### config.mk
export PLATFORM = sky130hd
export DESIGN_NAME = pmps_power_mode_ctrl
export DESIGN_NICKNAME = d
export VERILOG_FILES = /design/src/hw/pmps_pkg.sv /design/src/hw/pmps_cond_if.sv /design/src/hw/pmps_pin_group.sv /design/src/hw/pmps_power_mode_ctrl.sv
export VERILOG_INCLUDE_DIRS = /design/src /design/src/hw
export SDC_FILE = /design/constraint.sdc
export NUM_CORES = 1
export LEC_CHECK = 0
export ABC_AREA = 1
export BUFFER_PORTS_ARGS = -buffer_cell sky130_fd_sc_hd__buf_4
export CAP_MARGIN = 40
export CORE_UTILIZATION = 35
export DETAILED_ROUTE_END_ITERATION = 7
export PLACE_DENSITY = 0.55
export SLEW_MARGIN = 0
export SYNTH_ARGS = -nofsm -noshare
export SYNTH_HDL_FRONTEND = slang
export SYNTH_SLANG_ARGS = --single-unit
### constraint.sdc
create_clock -name sys_clk -period 1.7 [get_ports sys_clk]
set_clock_uncertainty 0.1 [all_clocks]
set_input_delay 0.34 -clock sys_clk [delete_from_list [all_inputs] [get_ports sys_clk]]
set_output_delay 0.34 -clock sys_clk [all_outputs]
set_load 0.005 [all_outputs]
### src/hw/pmps_consts.svh
// Constants for the power-mode and pin-state controller.
// Assumes inclusion by bare name from files under hw/.
`ifndef PMPS_CONSTS_SVH
`define PMPS_CONSTS_SVH

`define PMPS_CLK_PERIOD_NS 50
`define PMPS_OSC_START_NS 1000
`define PMPS_AD_WIDTH 13
`define PMPS_PS_DIV_MAX 3'h6
`define PMPS_PS_DIV_RESET 3'h0
`define PMPS_PS_EN_RESET 1'b0
`define PMPS_PRESCALE_W 6
`define PMPS_OSC_CNT_W 12
`define PMPS_STRAP_RESET 1'b1
// Synchroniser reset: device reset on, strap at its pulled-high level, no wake
`define PMPS_SYNC_RESET 3'h3

`endif

### src/hw/pmps_pkg.sv
// Types shared by the power-mode and pin-state controller files.
// Assumes no other package is needed.
package pmps_pkg;

  // Power mode requested by software
  typedef enum logic [1:0] {
    MODE_ACTIVE = 2'b00,
    MODE_IDLE = 2'b01,
    MODE_PDOWN = 2'b10
  } pmps_mode_type;

  // Clock controller state
  typedef enum logic [1:0] {
    ST_RUN = 2'b00,
    ST_IDLE = 2'b01,
    ST_PDOWN = 2'b10,
    ST_OSC_WAKE = 2'b11
  } pmps_state_type;

  // What a pin does in one non-active condition
  typedef enum logic [2:0] {
    BEH_HIGH = 3'b000,
    BEH_LOW = 3'b001,
    BEH_FLOAT = 3'b010,
    BEH_ACTIVE = 3'b011,
    BEH_RETAIN = 3'b100,
    BEH_WEAK_HIGH = 3'b101
  } pmps_pin_beh_type;

endpackage

### src/hw/pmps_cond_if.sv
// Condition bundle passed from the mode controller to each pin group.
// Assumes all signals are on sys_clk.
`timescale 1ns/1ps
interface pmps_cond_if;
  logic holdAck;
  logic inReset;
  logic idleMode;
  logic powerDown;
  logic boardTest;
  modport ctrl (output holdAck, output inReset, output idleMode, output powerDown,
    output boardTest);
  modport pin (input holdAck, input inReset, input idleMode, input powerDown,
    input boardTest);
endinterface

### src/hw/pmps_pin_group.sv
// Output-state logic for one group of pins with two selectable functions.
// Assumes functional data from logic on sys_clk; outputs feed pad cells.
`timescale 1ns/1ps
module pmps_pin_group
  import pmps_pkg::*;
#(
  parameter int WIDTH = 1,
  parameter pmps_pin_beh_type HOLD_A = BEH_ACTIVE,
  parameter pmps_pin_beh_type RESET_A = BEH_FLOAT,
  parameter pmps_pin_beh_type IDLE_A = BEH_ACTIVE,
  parameter pmps_pin_beh_type PDOWN_A = BEH_RETAIN,
  parameter pmps_pin_beh_type HOLD_B = BEH_ACTIVE,
  parameter pmps_pin_beh_type RESET_B = BEH_FLOAT,
  parameter pmps_pin_beh_type IDLE_B = BEH_ACTIVE,
  parameter pmps_pin_beh_type PDOWN_B = BEH_RETAIN
)
(
  input wire logic sys_clk,
  input wire logic reset_n,
  pmps_cond_if.pin cond,
  input wire logic funcSelB,
  input wire logic [WIDTH-1:0] funcOut,
  input wire logic funcDrive,
  output logic [WIDTH-1:0] pinOut,
  output logic pinOeN,
  output logic pinPullUp
);

  if (WIDTH < 1)
  begin : gWidthCheck
    $error("pmps_pin_group: WIDTH must be at least 1");
  end

  pmps_pin_beh_type beh;
  logic [WIDTH-1:0] outD;
  logic oeND;
  logic pullD;

  // Pick the behaviour of the selected function for the current condition
  always_comb
  begin
    beh = BEH_ACTIVE;
    if (cond.inReset)
      beh = funcSelB ? RESET_B : RESET_A;
    else if (cond.powerDown)
      beh = funcSelB ? PDOWN_B : PDOWN_A;
    else if (cond.idleMode)
      beh = funcSelB ? IDLE_B : IDLE_A;
    else if (cond.holdAck)
      beh = funcSelB ? HOLD_B : HOLD_A;
  end

  // Turn the behaviour into pad controls; board test floats all of it
  always_comb
  begin
    outD = pinOut;
    oeND = pinOeN;
    pullD = 1'b0;
    case (beh)
      BEH_HIGH:
      begin
        outD = '1;
        oeND = 1'b0;
      end
      BEH_LOW:
      begin
        outD = '0;
        oeND = 1'b0;
      end
      BEH_FLOAT:
      begin
        oeND = 1'b1;
      end
      BEH_WEAK_HIGH:
      begin
        oeND = 1'b1;
        pullD = 1'b1;
      end
      BEH_RETAIN:
      begin
        outD = pinOut;
        oeND = pinOeN;
      end
      default:
      begin
        outD = funcOut;
        oeND = ~funcDrive;
      end
    endcase
    if (cond.boardTest)
    begin
      oeND = 1'b1;
      pullD = 1'b0;
    end
  end

  // Registered pad controls; retain keeps pinOut and pinOeN, drops the pull
  always_ff @(posedge sys_clk or negedge reset_n)
  begin
    if (!reset_n)
    begin
      pinOut <= '0;
      pinOeN <= 1'b1;
      pinPullUp <= 1'b0;
    end
    else
    begin
      pinOut <= outD;
      pinOeN <= oeND;
      pinPullUp <= pullD;
    end
  end

endmodule

### src/hw/pmps_power_mode_ctrl.sv
// Power-mode clock control and per-mode pin output states.
// Assumes sys_clk is the external input clock at 20 MHz and that the
// pad ring resolves the level of each pin from its output enable.
// Operation
// - Active mode runs units at half input rate
// - Idle stops execution and bus clocks low
// - Powerdown stops all clocks, oscillator off
// - Powersave divides clocks, down to one sixty-fourth
// - Powersave also works together with idle
// - Test pin low in reset enters board test
// - Board test floats all pins but crystal drive
// - Pin behaviour defined for hold, reset, idle, powerdown
// - Pins drive, float, toggle, retain or pull weakly
// - Multifunction pins follow selected function's behaviour
// - Address/data float in hold, reset; low in idle, powerdown
// - Output clock half rate, toggles on falling edge
`timescale 1ns/1ps
`include "pmps_consts.svh"
module pmps_power_mode_ctrl
  import pmps_pkg::*;
#(
  parameter int AD_WIDTH = `PMPS_AD_WIDTH,
  parameter int OSC_START_NS = `PMPS_OSC_START_NS
)
(
  input wire logic sys_clk,
  input wire logic reset_n,
  input wire logic resetInputPin_n,
  input wire logic addr19PinIn,
  input wire logic wakeRequest,
  input wire logic holdAck,
  input wire logic pwrWrite,
  input wire pmps_mode_type pwrModeIn,
  input wire logic pwrSaveEnIn,
  input wire logic [2:0] pwrSaveDivIn,
  input wire logic [AD_WIDTH-1:0] addrDataOutIn,
  input wire logic addrDataDrive,
  input wire logic addr19OutIn,
  input wire logic addr19Drive,
  input wire logic port3SerialSel,
  input wire logic port3PortOut,
  input wire logic port3SerialClkOut,
  input wire logic port3Drive,
  output logic halfRateOutputClock,
  output logic halfRateOutputClockOeN,
  output logic execUnitClk,
  output logic busUnitClk,
  output logic periphClk,
  output logic crystalDriveEnable,
  output logic resetOutput,
  output logic boardTestFloatMode,
  output pmps_state_type powerState,
  output logic [AD_WIDTH-1:0] addrDataPinOut,
  output logic addrDataPinOeN,
  output logic addr19PinOut,
  output logic addr19PinOeN,
  output logic addr19PinPullUp,
  output logic port3PinOut,
  output logic port3PinOeN
);

  // Oscillator restart wait, rounded up to whole cycles
  localparam int OSC_START_CYC =
    (OSC_START_NS + `PMPS_CLK_PERIOD_NS - 1) / `PMPS_CLK_PERIOD_NS;

  if (AD_WIDTH < 1 || OSC_START_CYC < 1 || OSC_START_CYC >= (1 << `PMPS_OSC_CNT_W))
  begin : gParamCheck
    $error("pmps_power_mode_ctrl: AD_WIDTH or OSC_START_NS out of range");
  end

  // Prescale divide count for a divisor code, clamped to 1/64
  function automatic logic [`PMPS_PRESCALE_W-1:0] divCount(input logic en,
    input logic [2:0] code);
    logic [2:0] c;
    c = (code > `PMPS_PS_DIV_MAX) ? `PMPS_PS_DIV_MAX : code;
    if (!en)
      divCount = '0;
    else
      divCount = `PMPS_PRESCALE_W'((7'h1 << c) - 7'h1);
  endfunction

  pmps_cond_if cond ();

  // Two-stage synchronisers for pin inputs; stage one is read by stage two only
  logic [2:0] syncMeta_q;
  logic [2:0] syncOut_q;
  logic inResetSync;
  logic strapSync;
  logic wakeSync;

  always_ff @(posedge sys_clk or negedge reset_n)
  begin
    if (!reset_n)
    begin
      syncMeta_q <= `PMPS_SYNC_RESET; // Strap idles high, else false board test
      syncOut_q <= `PMPS_SYNC_RESET;
    end
    else
    begin
      syncMeta_q <= {wakeRequest, addr19PinIn, ~resetInputPin_n};
      syncOut_q <= syncMeta_q;
    end
  end

  assign inResetSync = syncOut_q[0];
  assign strapSync = syncOut_q[1];
  assign wakeSync = syncOut_q[2];

  // Device reset state follows the reset pin
  logic inReset_q;

  always_ff @(posedge sys_clk or negedge reset_n)
  begin
    if (!reset_n)
      inReset_q <= 1'b1;
    else
      inReset_q <= inResetSync;
  end

  assign resetOutput = inReset_q;

  // Strap sampled during reset and caught as reset ends
  logic strap_q;
  logic boardTest_q;

  always_ff @(posedge sys_clk or negedge reset_n)
  begin
    if (!reset_n)
    begin
      strap_q <= `PMPS_STRAP_RESET;
      boardTest_q <= 1'b0;
    end
    else
    begin
      if (inResetSync)
        strap_q <= strapSync;
      if (inReset_q && !inResetSync)
        boardTest_q <= ~strap_q;
    end
  end

  assign boardTestFloatMode = boardTest_q;

  // Software power setting, held until rewritten or reset
  pmps_mode_type modeReq_q;
  logic modeReqNew_q;
  logic psEn_q;
  logic [2:0] psDiv_q;

  always_ff @(posedge sys_clk or negedge reset_n)
  begin
    if (!reset_n)
    begin
      modeReq_q <= MODE_ACTIVE;
      modeReqNew_q <= 1'b0;
      psEn_q <= `PMPS_PS_EN_RESET;
      psDiv_q <= `PMPS_PS_DIV_RESET;
    end
    else if (inReset_q)
    begin
      modeReq_q <= MODE_ACTIVE;
      modeReqNew_q <= 1'b0;
      psEn_q <= `PMPS_PS_EN_RESET;
      psDiv_q <= `PMPS_PS_DIV_RESET;
    end
    else if (pwrWrite)
    begin
      modeReq_q <= pwrModeIn;
      modeReqNew_q <= 1'b1;
      psEn_q <= pwrSaveEnIn;
      psDiv_q <= pwrSaveDivIn;
    end
    else
      modeReqNew_q <= 1'b0;
  end

  // Mode state machine; wake request returns idle or powerdown to active
  pmps_state_type state_q;
  logic [`PMPS_OSC_CNT_W-1:0] oscCnt_q;

  always_ff @(posedge sys_clk or negedge reset_n)
  begin
    if (!reset_n)
      state_q <= ST_RUN;
    else if (inReset_q)
      state_q <= ST_RUN;
    else
    begin
      case (state_q)
        ST_RUN:
        begin
          if (modeReqNew_q && modeReq_q == MODE_IDLE)
            state_q <= ST_IDLE;
          else if (modeReqNew_q && modeReq_q == MODE_PDOWN)
            state_q <= ST_PDOWN;
        end
        ST_IDLE:
        begin
          if (wakeSync)
            state_q <= ST_RUN;
        end
        ST_PDOWN:
        begin
          if (wakeSync)
            state_q <= ST_OSC_WAKE;
        end
        default:
        begin
          if (oscCnt_q == `PMPS_OSC_CNT_W'(OSC_START_CYC - 1))
            state_q <= ST_RUN;
        end
      endcase
    end
  end

  // Oscillator restart counter, only counts while waking
  always_ff @(posedge sys_clk or negedge reset_n)
  begin
    if (!reset_n)
      oscCnt_q <= '0;
    else if (state_q == ST_OSC_WAKE)
      oscCnt_q <= oscCnt_q + `PMPS_OSC_CNT_W'(1);
    else
      oscCnt_q <= '0;
  end

  assign powerState = state_q;
  // Crystal stays on in every state except powerdown
  assign crystalDriveEnable = (state_q != ST_PDOWN);

  // Prescaler: a tick every divCount+1 input cycles
  logic [`PMPS_PRESCALE_W-1:0] preCnt_q;
  logic tick;
  logic clocksFrozen;
  logic cpuRun;

  assign tick = (preCnt_q >= divCount(psEn_q, psDiv_q));
  assign clocksFrozen = (state_q == ST_PDOWN) || (state_q == ST_OSC_WAKE);
  // Powersave keeps dividing in idle too: only the gates below change
  assign cpuRun = (state_q == ST_RUN);

  always_ff @(posedge sys_clk or negedge reset_n)
  begin
    if (!reset_n)
      preCnt_q <= '0;
    else if (tick || clocksFrozen)
      preCnt_q <= '0;
    else
      preCnt_q <= preCnt_q + `PMPS_PRESCALE_W'(1);
  end

  // Internal clocks toggle per tick: half the input rate undivided.
  // CPU clocks copy the peripheral phase so they restart in step.
  logic periphClk_q;
  logic execClk_q;
  logic busClk_q;
  logic periphNext;

  assign periphNext = tick ? ~periphClk_q : periphClk_q;

  always_ff @(posedge sys_clk or negedge reset_n)
  begin
    if (!reset_n)
    begin
      periphClk_q <= 1'b0;
      execClk_q <= 1'b0;
      busClk_q <= 1'b0;
    end
    else if (clocksFrozen)
    begin
      periphClk_q <= 1'b0;
      execClk_q <= 1'b0;
      busClk_q <= 1'b0;
    end
    else
    begin
      periphClk_q <= periphNext;
      execClk_q <= cpuRun & periphNext;
      busClk_q <= cpuRun & periphNext;
    end
  end

  assign periphClk = periphClk_q;
  assign execUnitClk = execClk_q;
  assign busUnitClk = busClk_q;

  // Output clock on the falling edge; held in powerdown, floated in test
  logic outClk_q;

  always_ff @(negedge sys_clk or negedge reset_n)
  begin
    if (!reset_n)
      outClk_q <= 1'b0;
    else if (!clocksFrozen)
      outClk_q <= ~outClk_q;
  end

  assign halfRateOutputClock = outClk_q;
  assign halfRateOutputClockOeN = boardTest_q;

  // Conditions shared by all pin groups
  assign cond.holdAck = holdAck;
  assign cond.inReset = inReset_q;
  assign cond.idleMode = (state_q == ST_IDLE);
  assign cond.powerDown = clocksFrozen;
  assign cond.boardTest = boardTest_q;

  // Address/data: float in hold and reset, low in idle and powerdown
  pmps_pin_group #(
    .WIDTH(AD_WIDTH),
    .HOLD_A(BEH_FLOAT),
    .RESET_A(BEH_FLOAT),
    .IDLE_A(BEH_LOW),
    .PDOWN_A(BEH_LOW),
    .HOLD_B(BEH_FLOAT),
    .RESET_B(BEH_FLOAT),
    .IDLE_B(BEH_LOW),
    .PDOWN_B(BEH_LOW)
  ) uAddrData (
    .sys_clk(sys_clk),
    .reset_n(reset_n),
    .cond(cond),
    .funcSelB(1'b0),
    .funcOut(addrDataOutIn),
    .funcDrive(addrDataDrive),
    .pinOut(addrDataPinOut),
    .pinOeN(addrDataPinOeN),
    .pinPullUp()
  );

  // Address 19 / status / test strap: weak pull high during reset
  pmps_pin_group #(
    .WIDTH(1),
    .HOLD_A(BEH_FLOAT),
    .RESET_A(BEH_WEAK_HIGH),
    .IDLE_A(BEH_LOW),
    .PDOWN_A(BEH_LOW),
    .HOLD_B(BEH_FLOAT),
    .RESET_B(BEH_WEAK_HIGH),
    .IDLE_B(BEH_LOW),
    .PDOWN_B(BEH_LOW)
  ) uAddr19 (
    .sys_clk(sys_clk),
    .reset_n(reset_n),
    .cond(cond),
    .funcSelB(1'b0),
    .funcOut(addr19OutIn),
    .funcDrive(addr19Drive),
    .pinOut(addr19PinOut),
    .pinOeN(addr19PinOeN),
    .pinPullUp(addr19PinPullUp)
  );

  // Port bit retains in hold; serial clock function keeps running in hold and idle, retains in powerdown
  logic port3Func;

  assign port3Func = port3SerialSel ? port3SerialClkOut : port3PortOut;

  pmps_pin_group #(
    .WIDTH(1),
    .HOLD_A(BEH_RETAIN),
    .RESET_A(BEH_FLOAT),
    .IDLE_A(BEH_RETAIN),
    .PDOWN_A(BEH_RETAIN),
    .HOLD_B(BEH_ACTIVE),
    .RESET_B(BEH_FLOAT),
    .IDLE_B(BEH_ACTIVE),
    .PDOWN_B(BEH_RETAIN)
  ) uPort3Bit0 (
    .sys_clk(sys_clk),
    .reset_n(reset_n),
    .cond(cond),
    .funcSelB(port3SerialSel),
    .funcOut(port3Func),
    .funcDrive(port3Drive),
    .pinOut(port3PinOut),
    .pinOeN(port3PinOeN),
    .pinPullUp()
  );

endmodule

==> results.md <==
* Row cnt at 31
* CP max FO at 2
* Sequential share of the synthesized area at 0.539
* CP Capture Type: primary output
* Worst Max-Slew Pin Slew at 389 ps
* Violated checks: setup timing
* Count leader, synth: nand2_1
* Synth warn at 0
* Critical Path AT at about 1700 ps
* GRT Util Overall at 0.153
* Initial antenna violation count at 0
* Final setup violating endpoints at 1
* Clock Power Share at 0.336
* Part of the power in registers at 0.400
* Synth cell types at 31
* R2R cell count at 12
* Crit path launch type: register
* Tot Pwr at about 4.4 mW
* Post-synthesis cell area at between 2000 and 3000 um^2
* Fin. Hold Viols at 0
* Flops & latches, synth at 58
* Die height at approximately 90 um
* DRC at 0
* Hold EP: uPort3Bit0.pinOeN$_DFFE_PN1P_
* Largest net degree at the start of global routing at 58
* DRT iter0 DRCs at 92
* Most frequent cells after synthesis: 70 x nand2_1, 48 x dfrtp_1, 41 x inv_1
* Gpl congestion at approximately 0.77
* Antenna viol nets, final at 0
* Min-Delay Startpoint: port3Drive
* Routed wire length at ~5.7 mm
* Main area contributors after synthesis: dfrtp_1 44%, nand2_1 9.7%, dfstp_2 8.7%
* Max incr delay on CP at around 400 ps
* Setup Crit Path Kind: reg2out
* Largest area contributor in the netlist: dfrtp_1
* Final worst slack at -425 ps
* Avg WL per Cell at 11.5 um
* Post-synth EDFFs at 0
* Final net count at between 400 and 500
* Reg-to-Reg Start: psDiv_q[2]$_DFFE_PN0P_
* Worst EP required at approximately 1300 ps
* Root Buffer: clkbuf_8
* Setup TNS at -425 ps
* Gr ovfl total at 0
* Critical-path cell list: buf_4
* Die width at around 90 um
* TritonCTS Sinks at between 50 and 60
* Async set-reset flop share out of synthesis at 1.00
* Die area at 8100 um^2
* Worst path top cell family by delay: flip-flops
* Synth-to-layout area growth at 35.8%
* Core region area at ~7400 um^2
* Switching part of the total at 0.284
* Relative slew slack at 0.740
* Port buffer count at approximately 60
* Worst path slowest cell: dfrtn_1
* First-pass GRT wire length at between 9 and 10 mm
* Leakage at 1.84 nW
* HP Class: in2reg
* Via Count at 2288
* Status: finished with violations
* Ratio of cells with drive above 1 in the final layout at 0.309
* Cell-internal power at approximately 3.2 mW
* H-tree depth at 3
* Clock buffer count from CTS at 9
* Vias in the first global route at 2307
* Share of the synthesized area in the top cell type at 0.443
* PD cells at 1200 nW/um^2
* Slew Viols, Final at 0
* Cells after synthesis at 314
* WP buf/inv at 1
* Antenna diodes at 0
* MaxCap Viol Count at 0
* Worst skew pair latency at 330 ps
* Initial Utilization at 0.368
* Main synth FF type: dfrtp_1
* Mapped Nets at 355
* RSZ-0062 raised after global routing: yes
* Comb pwr share at 0.264
* DR pass1 iterations at 4
* Switching pwr at 1.25 mW
* DR vias/cell at approximately 4.6
* Worst hold path stage count at 2
* Max VDD drop at between 0.0006 and 0.0007 V
* Mean post-synth cell area at around 8.6 um^2
* Clk pin slew, worst setup/hold paths at roughly 60 ps
* Reg2reg setup slack at 0 ps
* Clk buf depth at 2
* CTS tree: done
* I/O pin total at 62
* RR Endpoint: busUnitClk$_DFF_PN0_
* Hpwl dp at about 3.9 mm
## through the flow
| stage | hold WS (ps) | util | setup WS (ps) | area [um^2] | instances |
|---|---|---|---|---|---|
| finish | 67.3 | 0.499 | -425 | 3680 | 497 |
| global route | 60.0 | 0.499 | -464 | 3680 | 497 |
| CTS | 53.9 | 0.489 | -443 | 3600 | 495 |
| detailed placement | 235 | 0.450 | -94.4 | 3320 | 475 |
| global placement | 235 | 0.450 | -80.7 | 3320 | 475 |
| floorplan | -55.6 | - | -29.7 | 2710 | 314 |
## metal layers
layer  global-route usage  wire length, um
met3               0.0651              404
met4               0.0605              110
met2                0.240             2610
met1                0.185             2600
met5                    0                0
## layout by cell type, fill, tap and decap left out, types with 3 or more instances in the layout
master and n:
dlygate4sd3_1 4, nor2_4 3, nor2_2 3, o21ai_0 23, nand2_2 5, inv_2 6, clkbuf_8 12, a21oi_1 10
ha_1 6, nor2_1 35, inv_1 39, buf_4 68, o21ai_1 3, nand2_1 66, dfrtp_1 47, dfstp_2 9
nand3_1 29
## sequential cells by signal, summed over array words and instances (netlist names), 2 cells and up
signal	count
uAddrData.pinOut	13
oscCnt_q	12
preCnt_q	6
psDiv_q	3
syncMeta_q	3
syncOut_q	3
modeReq_q	2
powerState	2
## kinds of logic after synthesis
logic type,after synthesis,synth area share
fa+ha+maj,8,0.0369
simple gates,148,0.240
flops,58,0.539
xor+xnor,3,0.00969
compound gates,44,0.0868
buf+inv,53,0.0872
## how the worst max path moves through the flow
stage                     depth (start not counted)                         endpoint                       startpoint
after global placement                            1              halfRateOutputClock  halfRateOutputClock$_DFFE_NN0P_
after CTS                                         1              halfRateOutputClock  halfRateOutputClock$_DFFE_NN0P_
final                                             1              halfRateOutputClock  halfRateOutputClock$_DFFE_NN0P_
after detailed placement                          9            preCnt_q[3]$_DFF_PN0_           psDiv_q[2]$_DFFE_PN0P_
after global routing                              1              halfRateOutputClock  halfRateOutputClock$_DFFE_NN0P_
after floorplan                                   2  halfRateOutputClock$_DFFE_NN0P_        powerState[1]$_DFFE_PN0P_
## cell type report
type / instances / area (um^2)
clock inverter: 2 / 60.1
inverter: 46 / 175
tap: 99 / 124
multi-input combinational: 203 / 1080
clock buffer: 14 / 173
fill: 742 / 3690
sequential: 58 / 1460
timing repair buffer: 75 / 602
## repair_timing
action	4_1_cts	5_1_grt
setup buffers	0	2
gates resized for setup	5	13
endpoints found under the hold margin	51	0
hold buffers	4	0
endpoints found under the setup margin	9	9
pin swaps	3	8
## power by group through the flow
| stage | combinational [mW] | sequential (mW) | clock (mW) |
|---|---|---|---|
| floorplan | 0.592 | 1.79 | 0 |
| finish | 1.17 | 1.77 | 1.48 |
| detailed placement | 1.16 | 1.79 | 0 |
| global placement | 1.15 | 1.78 | 0 |
| CTS | 1.17 | 1.77 | 1.53 |
| global route | 1.32 | 1.80 | 1.59 |
No activity file was read; power rests on OpenSTA's default activity.
